**src/inc/irqc_regs.vh**
```
// Register addresses, bit positions, reset values and vector codes of the interrupt flag block
`ifndef IRQC_REGS_VH
`define IRQC_REGS_VH

// Nibble addresses on the RAM bit port
`define IRQC_ADDR_W 10
`define IRQC_ADDR_CTL0 10'h000
`define IRQC_ADDR_TMR_A 10'h001
`define IRQC_ADDR_TMR_BC 10'h002
`define IRQC_ADDR_TMR_D_CONV 10'h003
`define IRQC_ADDR_CTL22 10'h022
`define IRQC_ADDR_SERIAL 10'h023
`define IRQC_ADDR_EDGE_FIRST 10'h026
`define IRQC_ADDR_EDGE_SECOND 10'h027

// Bit positions inside the nibbles
`define IRQC_BIT_GATE 0
`define IRQC_BIT_F0 2
`define IRQC_BIT_M0 3
`define IRQC_BIT_F1 0
`define IRQC_BIT_M1 1
`define IRQC_BIT_FTA 2
`define IRQC_BIT_MTA 3
`define IRQC_BIT_FTB 0
`define IRQC_BIT_MTB 1
`define IRQC_BIT_FTC 2
`define IRQC_BIT_MTC 3
`define IRQC_BIT_FTD 0
`define IRQC_BIT_MTD 1
`define IRQC_BIT_FAD 2
`define IRQC_BIT_MAD 3
`define IRQC_BIT_F2 0
`define IRQC_BIT_M2 1
`define IRQC_BIT_F3 2
`define IRQC_BIT_M3 3
`define IRQC_BIT_FS 2
`define IRQC_BIT_MS 3

// Reset values
`define IRQC_FLAG_RST 1'b0
`define IRQC_MASK_RST 1'b1
`define IRQC_GATE_RST 1'b0
`define IRQC_EDGE_RST 4'h0

// Edge select codes
`define IRQC_EDGE_NONE 2'h0
`define IRQC_EDGE_FALL 2'h1
`define IRQC_EDGE_RISE 2'h2
`define IRQC_EDGE_BOTH 2'h3

// Vector addresses by priority
`define IRQC_VEC_W 16
`define IRQC_VEC_NONE 16'h0000
`define IRQC_VEC_P1 16'h0002
`define IRQC_VEC_P2 16'h0004
`define IRQC_VEC_P3 16'h0006
`define IRQC_VEC_P4 16'h0008
`define IRQC_VEC_P5 16'h000a
`define IRQC_VEC_P6 16'h000c
`define IRQC_VEC_P7 16'h000e

`endif

```
**src/irqc_pin_sync.v**
```verilog
// Three-stage synchroniser with agreement filter for one external pin
`timescale 1ns/1ns
module irqc_pin_sync #(
  parameter RESET_LEVEL = 1'b1
)
(
  input wire i_clock,      // System clock
  input wire i_reset_n,    // Asynchronous reset, active low
  input wire i_pin,        // Raw pin level
  output reg o_level,      // Filtered level
  output reg o_rise,       // One-cycle pulse on accepted rise
  output reg o_fall        // One-cycle pulse on accepted fall
);

  reg s1_reg;
  reg s2_reg;
  reg s3_reg;

  // ==========================================================
  // Sync chain; a change counts once stages two and three agree
  always @(posedge i_clock or negedge i_reset_n)
  begin
    if (!i_reset_n)
    begin
      s1_reg <= RESET_LEVEL;
      s2_reg <= RESET_LEVEL;
      s3_reg <= RESET_LEVEL;
      o_level <= RESET_LEVEL;
      o_rise <= 1'b0;
      o_fall <= 1'b0;
    end
    else
    begin
      s1_reg <= i_pin;
      s2_reg <= s1_reg;
      s3_reg <= s2_reg;
      o_rise <= 1'b0;
      o_fall <= 1'b0;
      if (s2_reg == s3_reg && s3_reg != o_level)
      begin
        o_level <= s3_reg;
        o_rise <= s3_reg;
        o_fall <= ~s3_reg;
      end
    end
  end

endmodule

```
**src/irqc_prio.v**
```verilog
// Priority encoder from the seven request groups to a vector address
`timescale 1ns/1ns
`include "irqc_regs.vh"
module irqc_prio
(
  input wire [6:0] i_group_req,                 // Group requests, bit 0 is priority 1
  output reg [`IRQC_VEC_W-1:0] o_vector         // Vector of the highest pending group
);

  // ==========================================================
  // Lowest index wins
  always @*
  begin
    casez (i_group_req)
      7'b??????1: o_vector = `IRQC_VEC_P1;
      7'b?????10: o_vector = `IRQC_VEC_P2;
      7'b????100: o_vector = `IRQC_VEC_P3;
      7'b???1000: o_vector = `IRQC_VEC_P4;
      7'b??10000: o_vector = `IRQC_VEC_P5;
      7'b?100000: o_vector = `IRQC_VEC_P6;
      7'b1000000: o_vector = `IRQC_VEC_P7;
      default: o_vector = `IRQC_VEC_NONE;
    endcase
  end

endmodule

```
**src/irqc_top.v**
```verilog
// Interrupt request flags, masks, edge selection and priority output
//
// How it works
// - External flags read 0 when idle and 1 once their input requested.
// - External mask 1 blocks its flag's request, 0 passes it.
// - First edge select is four write-only bits at 026, reset to zero.
// - Bits 3:2 pick fourth input edge, 1:0 third; 00 means no detection.
// - Timer A overflow sets timer A flag at 001 bit 2.
// - Timer A mask at 001 bit 3 blocks when 1.
// - Timer B overflow sets timer B flag at 002 bit 0.
// - Timer B mask at 002 bit 1 blocks when 1.
// - Timer C overflow sets timer C flag at 002 bit 2.
// - Timer C mask at 002 bit 3 blocks when 1.
// - Timer D flag at 003 bit 0 set by overflow or capture edge.
// - Timer D mask at 003 bit 1 blocks when 1.
// - Serial flag at 023 bit 2 set on transfer done or suspend.
// - Serial mask at 023 bit 3 blocks when 1.
// - Converter flag at 003 bit 2 set when conversion finishes.
// - Converter mask at 003 bit 3 blocks when 1.
// - Software never sets flags; reset clears gate and flags, sets masks.
// - Request is flag and not mask; CPU sees it only with gate set.
// - Seven priorities; shared vectors for B/third, C/fourth, converter/serial.
// - First two inputs flag on falling edges, others on selected edges.
`timescale 1ns/1ns
`include "irqc_regs.vh"
module irqc_top
(
  input wire i_clock,                        // System clock, 100 MHz
  input wire i_reset_n,                      // MCU reset, active low
  input wire i_ext_line_first_n,             // First external input, falling edge
  input wire i_ext_line_second_n,            // Second external input, falling edge
  input wire i_ext_line_third,               // Third external input
  input wire i_ext_line_fourth,              // Fourth external input
  input wire i_tmr_d_event_input,            // Timer D capture event pin
  input wire i_tmr_d_capture_on,             // Timer D input capture in use
  input wire i_tmr_a_ovf,                    // Timer A overflow pulse
  input wire i_tmr_b_ovf,                    // Timer B overflow pulse
  input wire i_tmr_c_ovf,                    // Timer C overflow pulse
  input wire i_tmr_d_ovf,                    // Timer D overflow pulse
  input wire i_serial_done,                  // Serial transfer completed pulse
  input wire i_serial_suspend,               // Serial transfer suspended pulse
  input wire i_converter_done,               // Conversion finished pulse
  input wire i_irq_taken,                    // CPU accepted an interrupt, clears gate
  input wire i_irq_return,                   // Return from interrupt, sets gate
  input wire [`IRQC_ADDR_W-1:0] i_addr,      // RAM nibble address
  input wire i_wr,                           // Nibble write strobe
  input wire [3:0] i_wdata,                  // Nibble write data
  output reg [3:0] o_rdata,                  // Nibble read data, combinational select registered
  output reg o_irq_req,                      // Request to CPU sequencer
  output reg [`IRQC_VEC_W-1:0] o_irq_vector  // Vector of highest pending source
);

  // ==========================================================
  // State
  reg gate_reg;
  reg [3:0] ext_req_flags_reg;
  reg [3:0] ext_req_masks_reg;
  reg tmr_a_req_flag_reg;
  reg tmr_a_req_mask_reg;
  reg tmr_b_req_flag_reg;
  reg tmr_b_req_mask_reg;
  reg tmr_c_req_flag_reg;
  reg tmr_c_req_mask_reg;
  reg tmr_d_req_flag_reg;
  reg tmr_d_req_mask_reg;
  reg serial_req_flag_reg;
  reg serial_req_mask_reg;
  reg converter_req_flag_reg;
  reg converter_req_mask_reg;
  reg [3:0] edge_select_first_reg;
  reg [3:0] rdata_next;

  wire [3:0] ext_rise;
  wire [3:0] ext_fall;
  wire evt_rise;
  wire evt_fall;
  wire [6:0] group_req;
  wire [`IRQC_VEC_W-1:0] vector_next;

  // ==========================================================
  // Helper functions
  // Edge hit for a two-bit select code
  function edge_hit;
    input [1:0] sel;
    input rise;
    input fall;
    begin
      case (sel)
        `IRQC_EDGE_FALL: edge_hit = fall;
        `IRQC_EDGE_RISE: edge_hit = rise;
        `IRQC_EDGE_BOTH: edge_hit = rise | fall;
        default: edge_hit = 1'b0;
      endcase
    end
  endfunction

  // New flag value: hardware set wins over a software clear
  function flag_upd;
    input cur;
    input set;
    input wr_sel;
    input wbit;
    begin
      flag_upd = set | (cur & ~(wr_sel & ~wbit));
    end
  endfunction

  // Live request of one source: flag set and mask open
  function req_live;
    input flag;
    input mask;
    begin
      req_live = flag & ~mask;
    end
  endfunction

  // ==========================================================
  // Pin synchronisers
  irqc_pin_sync #(.RESET_LEVEL(1'b1)) u_sync0
  (
    .i_clock(i_clock), .i_reset_n(i_reset_n), .i_pin(i_ext_line_first_n),
    .o_level(), .o_rise(ext_rise[0]), .o_fall(ext_fall[0])
  );
  irqc_pin_sync #(.RESET_LEVEL(1'b1)) u_sync1
  (
    .i_clock(i_clock), .i_reset_n(i_reset_n), .i_pin(i_ext_line_second_n),
    .o_level(), .o_rise(ext_rise[1]), .o_fall(ext_fall[1])
  );
  irqc_pin_sync #(.RESET_LEVEL(1'b0)) u_sync2
  (
    .i_clock(i_clock), .i_reset_n(i_reset_n), .i_pin(i_ext_line_third),
    .o_level(), .o_rise(ext_rise[2]), .o_fall(ext_fall[2])
  );
  irqc_pin_sync #(.RESET_LEVEL(1'b0)) u_sync3
  (
    .i_clock(i_clock), .i_reset_n(i_reset_n), .i_pin(i_ext_line_fourth),
    .o_level(), .o_rise(ext_rise[3]), .o_fall(ext_fall[3])
  );
  irqc_pin_sync #(.RESET_LEVEL(1'b0)) u_sync_evt
  (
    .i_clock(i_clock), .i_reset_n(i_reset_n), .i_pin(i_tmr_d_event_input),
    .o_level(), .o_rise(evt_rise), .o_fall(evt_fall)
  );

  // ==========================================================
  // Write decode
  wire wr0 = i_wr && i_addr == `IRQC_ADDR_CTL0;
  wire wr1 = i_wr && i_addr == `IRQC_ADDR_TMR_A;
  wire wr2 = i_wr && i_addr == `IRQC_ADDR_TMR_BC;
  wire wr3 = i_wr && i_addr == `IRQC_ADDR_TMR_D_CONV;
  wire wr22 = i_wr && i_addr == `IRQC_ADDR_CTL22;
  wire wr23 = i_wr && i_addr == `IRQC_ADDR_SERIAL;
  wire wr26 = i_wr && i_addr == `IRQC_ADDR_EDGE_FIRST;
  // Second edge select location has no defined bits here, so its writes are dropped

  // ==========================================================
  // Set conditions
  wire set_e0 = ext_fall[0];
  wire set_e1 = ext_fall[1];
  wire set_e2 = edge_hit(edge_select_first_reg[1:0], ext_rise[2], ext_fall[2]);
  wire set_e3 = edge_hit(edge_select_first_reg[3:2], ext_rise[3], ext_fall[3]);
  wire set_td = i_tmr_d_ovf | (i_tmr_d_capture_on & (evt_rise | evt_fall));
  wire set_s = i_serial_done | i_serial_suspend;

  // ==========================================================
  // Flags, masks, gate and edge select
  always @(posedge i_clock or negedge i_reset_n)
  begin
    if (!i_reset_n)
    begin
      gate_reg <= `IRQC_GATE_RST;
      ext_req_flags_reg <= {4{`IRQC_FLAG_RST}};
      ext_req_masks_reg <= {4{`IRQC_MASK_RST}};
      tmr_a_req_flag_reg <= `IRQC_FLAG_RST;
      tmr_a_req_mask_reg <= `IRQC_MASK_RST;
      tmr_b_req_flag_reg <= `IRQC_FLAG_RST;
      tmr_b_req_mask_reg <= `IRQC_MASK_RST;
      tmr_c_req_flag_reg <= `IRQC_FLAG_RST;
      tmr_c_req_mask_reg <= `IRQC_MASK_RST;
      tmr_d_req_flag_reg <= `IRQC_FLAG_RST;
      tmr_d_req_mask_reg <= `IRQC_MASK_RST;
      serial_req_flag_reg <= `IRQC_FLAG_RST;
      serial_req_mask_reg <= `IRQC_MASK_RST;
      converter_req_flag_reg <= `IRQC_FLAG_RST;
      converter_req_mask_reg <= `IRQC_MASK_RST;
      edge_select_first_reg <= `IRQC_EDGE_RST;
    end
    else
    begin
      if (i_irq_taken)
        gate_reg <= 1'b0;
      else if (i_irq_return)
        gate_reg <= 1'b1;
      else if (wr0)
        gate_reg <= i_wdata[`IRQC_BIT_GATE];
      ext_req_flags_reg[0] <= flag_upd(ext_req_flags_reg[0], set_e0, wr0,
        i_wdata[`IRQC_BIT_F0]);
      ext_req_flags_reg[1] <= flag_upd(ext_req_flags_reg[1], set_e1, wr1,
        i_wdata[`IRQC_BIT_F1]);
      ext_req_flags_reg[2] <= flag_upd(ext_req_flags_reg[2], set_e2, wr22,
        i_wdata[`IRQC_BIT_F2]);
      ext_req_flags_reg[3] <= flag_upd(ext_req_flags_reg[3], set_e3, wr22,
        i_wdata[`IRQC_BIT_F3]);
      tmr_a_req_flag_reg <= flag_upd(tmr_a_req_flag_reg, i_tmr_a_ovf, wr1,
        i_wdata[`IRQC_BIT_FTA]);
      tmr_b_req_flag_reg <= flag_upd(tmr_b_req_flag_reg, i_tmr_b_ovf, wr2,
        i_wdata[`IRQC_BIT_FTB]);
      tmr_c_req_flag_reg <= flag_upd(tmr_c_req_flag_reg, i_tmr_c_ovf, wr2,
        i_wdata[`IRQC_BIT_FTC]);
      tmr_d_req_flag_reg <= flag_upd(tmr_d_req_flag_reg, set_td, wr3,
        i_wdata[`IRQC_BIT_FTD]);
      converter_req_flag_reg <= flag_upd(converter_req_flag_reg, i_converter_done, wr3,
        i_wdata[`IRQC_BIT_FAD]);
      serial_req_flag_reg <= flag_upd(serial_req_flag_reg, set_s, wr23,
        i_wdata[`IRQC_BIT_FS]);
      if (wr0)
        ext_req_masks_reg[0] <= i_wdata[`IRQC_BIT_M0];
      if (wr1)
      begin
        ext_req_masks_reg[1] <= i_wdata[`IRQC_BIT_M1];
        tmr_a_req_mask_reg <= i_wdata[`IRQC_BIT_MTA];
      end
      if (wr2)
      begin
        tmr_b_req_mask_reg <= i_wdata[`IRQC_BIT_MTB];
        tmr_c_req_mask_reg <= i_wdata[`IRQC_BIT_MTC];
      end
      if (wr3)
      begin
        tmr_d_req_mask_reg <= i_wdata[`IRQC_BIT_MTD];
        converter_req_mask_reg <= i_wdata[`IRQC_BIT_MAD];
      end
      if (wr22)
      begin
        ext_req_masks_reg[2] <= i_wdata[`IRQC_BIT_M2];
        ext_req_masks_reg[3] <= i_wdata[`IRQC_BIT_M3];
      end
      if (wr23)
        serial_req_mask_reg <= i_wdata[`IRQC_BIT_MS];
      if (wr26)
        edge_select_first_reg <= i_wdata;
    end
  end

  // ==========================================================
  // Request groups and priority
  wire [3:0] ext_live = ext_req_flags_reg & ~ext_req_masks_reg;
  assign group_req[0] = ext_live[0];
  assign group_req[1] = ext_live[1];
  assign group_req[2] = req_live(tmr_a_req_flag_reg, tmr_a_req_mask_reg);
  assign group_req[3] = req_live(tmr_b_req_flag_reg, tmr_b_req_mask_reg) |
    ext_live[2];
  assign group_req[4] = req_live(tmr_c_req_flag_reg, tmr_c_req_mask_reg) |
    ext_live[3];
  assign group_req[5] = req_live(tmr_d_req_flag_reg, tmr_d_req_mask_reg);
  assign group_req[6] = req_live(converter_req_flag_reg, converter_req_mask_reg) |
    req_live(serial_req_flag_reg, serial_req_mask_reg);

  // Request to the sequencer only while the global gate is open
  wire req_next = gate_reg & (|group_req);

  irqc_prio u_prio
  (
    .i_group_req(group_req),
    .o_vector(vector_next)
  );

  // ==========================================================
  // Read mux; edge select locations are write-only and read zero
  always @*
  begin
    case (i_addr)
      `IRQC_ADDR_CTL0: rdata_next = {ext_req_masks_reg[0], ext_req_flags_reg[0], 1'b0, gate_reg};
      `IRQC_ADDR_TMR_A: rdata_next = {tmr_a_req_mask_reg, tmr_a_req_flag_reg,
        ext_req_masks_reg[1], ext_req_flags_reg[1]};
      `IRQC_ADDR_TMR_BC: rdata_next = {tmr_c_req_mask_reg, tmr_c_req_flag_reg,
        tmr_b_req_mask_reg, tmr_b_req_flag_reg};
      `IRQC_ADDR_TMR_D_CONV: rdata_next = {converter_req_mask_reg, converter_req_flag_reg,
        tmr_d_req_mask_reg, tmr_d_req_flag_reg};
      `IRQC_ADDR_CTL22: rdata_next = {ext_req_masks_reg[3], ext_req_flags_reg[3],
        ext_req_masks_reg[2], ext_req_flags_reg[2]};
      `IRQC_ADDR_SERIAL: rdata_next = {serial_req_mask_reg, serial_req_flag_reg, 2'b00};
      default: rdata_next = 4'h0;
    endcase
  end

  // ==========================================================
  // Registered outputs
  always @(posedge i_clock or negedge i_reset_n)
  begin
    if (!i_reset_n)
    begin
      o_rdata <= 4'h0;
      o_irq_req <= 1'b0;
      o_irq_vector <= `IRQC_VEC_NONE;
    end
    else
    begin
      o_rdata <= rdata_next;
      o_irq_req <= req_next;
      o_irq_vector <= vector_next;
    end
  end

endmodule

```
**config.mk**
```make
export PLATFORM = sky130hd
export DESIGN_NAME = irqc_top
export DESIGN_NICKNAME = d
export VERILOG_FILES = /design/src/irqc_pin_sync.v /design/src/irqc_prio.v /design/src/irqc_top.v
export VERILOG_INCLUDE_DIRS = /design/src /design/src/inc
export SDC_FILE = /design/constraint.sdc
export NUM_CORES = 1
export LEC_CHECK = 0
export ABC_AREA = 1
export BUFFER_PORTS_ARGS = -buffer_cell sky130_fd_sc_hd__buf_2
export CAP_MARGIN = 20
export CORE_UTILIZATION = 49
export DETAILED_ROUTE_END_ITERATION = 10
export PLACE_DENSITY = 0.81
export SETUP_SLACK_MARGIN = 0.4
export SLEW_MARGIN = 10
export SYNTH_ARGS = -nofsm -noshare
export SYNTH_HDL_FRONTEND = slang
export SYNTH_SLANG_ARGS = --single-unit
```
**constraint.sdc**
```tcl
create_clock -name i_clock -period 1.1 [get_ports i_clock]
set_input_delay 0.11 -clock i_clock [delete_from_list [all_inputs] [get_ports i_clock]]
set_output_delay 0.11 -clock i_clock [all_outputs]
set_load 0.02 [all_outputs]
```
==> flow_summary.toml <==
[outcome]
status = "finished with violations"
violations = "setup timing"

[pwr]
irDropWorstVdd_v = 0.000989
seqPwrFrac_pct = 52.4
p_leak_nw = 1.95
power.switching_w = 0.00121
p_clk_share_pct = 36.0
switching_share_pct = 26.3
combPwrFrac_pct = 11.6
internal-power_w = 0.00340
power_density_nw_per_um2 = 1100

[finish]
area_growth_pct = 52.3
fin_nets = 437
fin_area_um2 = 4190
n_antenna_cell = 0
nFillCells = 325
drive_gt1_share_pct = 53.9

[placement]
place_area_um2 = 3260
hpwlAfterDp_um = 3850
place_ws_ns = -0.0868
gp_congestion = 0.859
numPortBuffers = 39

[hold_path]
hold_path_depth = 4
min_path_type = "in2reg"

[routing]
drt_first_iter_violations = 137
wl_per_cell_um = 14.6
post-route-drc-count = 0
vias = 2391
firstDrtPassIters = 4
ant_nets = 0
wl_um = 7020
avgViaCountPerCell = 4.98

[setup_path]
worstPathRequired_ns = 1.38
rr_worst_depth = 7
worstSetupEndpoint = "o_irq_vector[2]"
worstPathArrival_ns = 1.51
setup.worst_path.end_class = "register"
crit_fanout = 2
crit_path_start_kind = "register"
r2r-start = "ext_req_masks_reg[2]"
critPathKind = "reg2reg"
reg2reg_slack_ns = -0.13
rr_endpoint = "o_irq_vector[2]"
cp-startpoint = "ext_req_masks_reg[2]"

[flow_run]
drv_cap = 0

[timing]
setup_viol = 5
hold_viol = 0
fmax_mhz = 813
fin_skew_ns = 0.00892
rsz0062_at_grt = "yes"
finalCritPeriodShare_pct = 112
finalMaxSlewViolations = 0
setup_slack_ns = -0.130
period_needed_ns = 1.23

[grt]
grt_pass1_wl_um = 10600
antenna_found_initial = 0
grt_usage_pct = 24.0
grt_max_degree = 62
grt-ovfl-total = 0
grt_pass1_vias = 2339

[synth]
seq_area_frac_synth_pct = 56.3
avgSynthCellArea_um2 = 9.41
synth-seq-cells = 61
ys_types = 28
syn_inst = 292
yosys_warnings = 0
syn_area_um2 = 2750

[floorplanning]
start_util_pct = 52.2
die_h_um = 76.9
core-area_um2 = 5270
die_area_um2 = 5910
io-pin-count = 53
die_x_um = 76.9
fp-row-count = 26

[clocking]
cts_buffers = 9
clk_pin_slew_ns = 0.07
cts.path.max_buffers = 2
htree_levels = 3
insertion_delay_ns = 0.35
cts-root-buf = "clkbuf_8"
cts.sinks = 61
cts_tree = "done"
[stage by stage]
step	TNS (ns)	power, W	instances	hold WS, ns	util, %
after CTS	-0.197	0.00458	468	0.0209	74.9
final	-0.364	0.00461	480	0.0313	79.4
after floorplan	-0.0656	0.00267	304	-0.186	-
after detailed placement	-0.799	0.00283	425	0.141	61.9
after global routing	-0.637	0.00483	480	0.0370	79.4
after global placement	-0.509	0.00282	425	0.135	61.9
[repair_timing]
action | CTS | global route
setup buffers | 13 | 12
setup endpoints to repair | 44 | 49
gates resized for setup | 81 | 39
hold buffers | 13 | 0
hold endpoints to repair | 54 | 0
pin swaps | 31 | 39
gates cloned | 1 | 0
[cells in the mapped netlist]
master   count  area [um2]
dfrtp_1     43        1080
nand2_2      3        18.8
buf_6        2        22.5
nand3_4      1        17.5
o21ai_1     18        90.1
nor3_1       5        25.0
nand4_1      5        31.3
nor2_1      29         109
buf_8        1        15.0
nand2_4      3        33.8
conb_1       1        3.75
nand3_1     18        90.1
o21ai_2      2        17.5
nor2_4       3        33.8
a22o_1       2        17.5
buf_4       13        97.6
a21oi_1     11        55.1
inv_2        5        18.8
o21a_1       1        7.51
nor2_8       2        40.0
nor3b_1      2        15.0
inv_1       32         120
o21ai_0      3        15.0
dfstp_2     18         473
nor2_2       5        31.3
nand2_1     58         218
or2_0        1        6.26
nand3_2      5        50.1
[worst max-delay path: stages, from the launching register on]
cell,delay [ns]
dfstp_2,0.54
inv_2,0.05
nand2_2,0.05
nand2_2,0.06
or2_1,0.25
nor2_1,0.11
nand2_1,0.05
nand2_1,0.05
[kinds of logic after synthesis]
| logic type | after synthesis | synth area share (%) |
|---|---|---|
| flops | 61 | 56.3 |
| simple gates | 140 | 26.2 |
| buf+inv | 53 | 9.97 |
| other cells | 1 | 0.136 |
| compound gates | 37 | 7.37 |
[power groups by stage]
stage	logic (W)	registers [W]	clock network, W
2_1_floorplan	0.000235	0.00244	0
3_3_place_gp	0.000381	0.00244	0
3_5_place_dp	0.000389	0.00244	0
4_1_cts	0.000496	0.00241	0.00167
5_1_grt	0.000585	0.00242	0.00182
6_report	0.000537	0.00242	0.00166
[final cells by class]
cell class	instances	area (um2)	area share (%)
inverter	37	141	3.38
tap	70	87.6	2.09
timing repair buffer	105	922	22.0
clock buffer	12	135	3.23
multi-input combinational	191	1320	31.6
sequential	61	1550	37.0
clock inverter	4	25.0	0.598
[cells in the final DEF (no fill, tap or decap), drive strengths merged]
| cell type | instances |
|---|---|
| buf | 92 |
| a21oi | 11 |
| dfstp | 18 |
| conb | 13 |
| dlygate4sd3 | 13 |
| nand3 | 24 |
| clkinvlp | 2 |
| or2 | 1 |
| clkinv | 2 |
| nor2 | 40 |
| nand2 | 64 |
| nor3b | 2 |
| nand4 | 5 |
| dfrtp | 43 |
| a22o | 2 |
| clkbuf | 12 |
| o21a | 1 |
| inv | 37 |
| o21ai | 23 |
| nor3 | 5 |
[how the worst min path moves through the flow]
stage | from | endpoint | slack (ns)
after floorplan | i_reset_n | converter_req_flag_reg | -0.19
after global placement | i_reset_n | u_sync0.o_fall | 0.13
after detailed placement | i_reset_n | u_sync_evt.o_level | 0.14
after CTS | i_irq_taken | gate_reg | 0.02
final | i_irq_taken | gate_reg | 0.03
after global routing | i_wdata[1] | ext_req_masks_reg[2] | 0.04
[routing by layer]
layer | share of wire (%) | vias to the layer above | track usage [%]
met5 | 0 | - | 0
met2 | 52 | 101 | 39.9
li1 | - | 1131 | -
met4 | 3.6 | 0 | 10.4
met3 | 6.0 | 25 | 7.98
met1 | 39 | 1134 | 28.3
No activity file was read; power rests on OpenSTA's default activity.
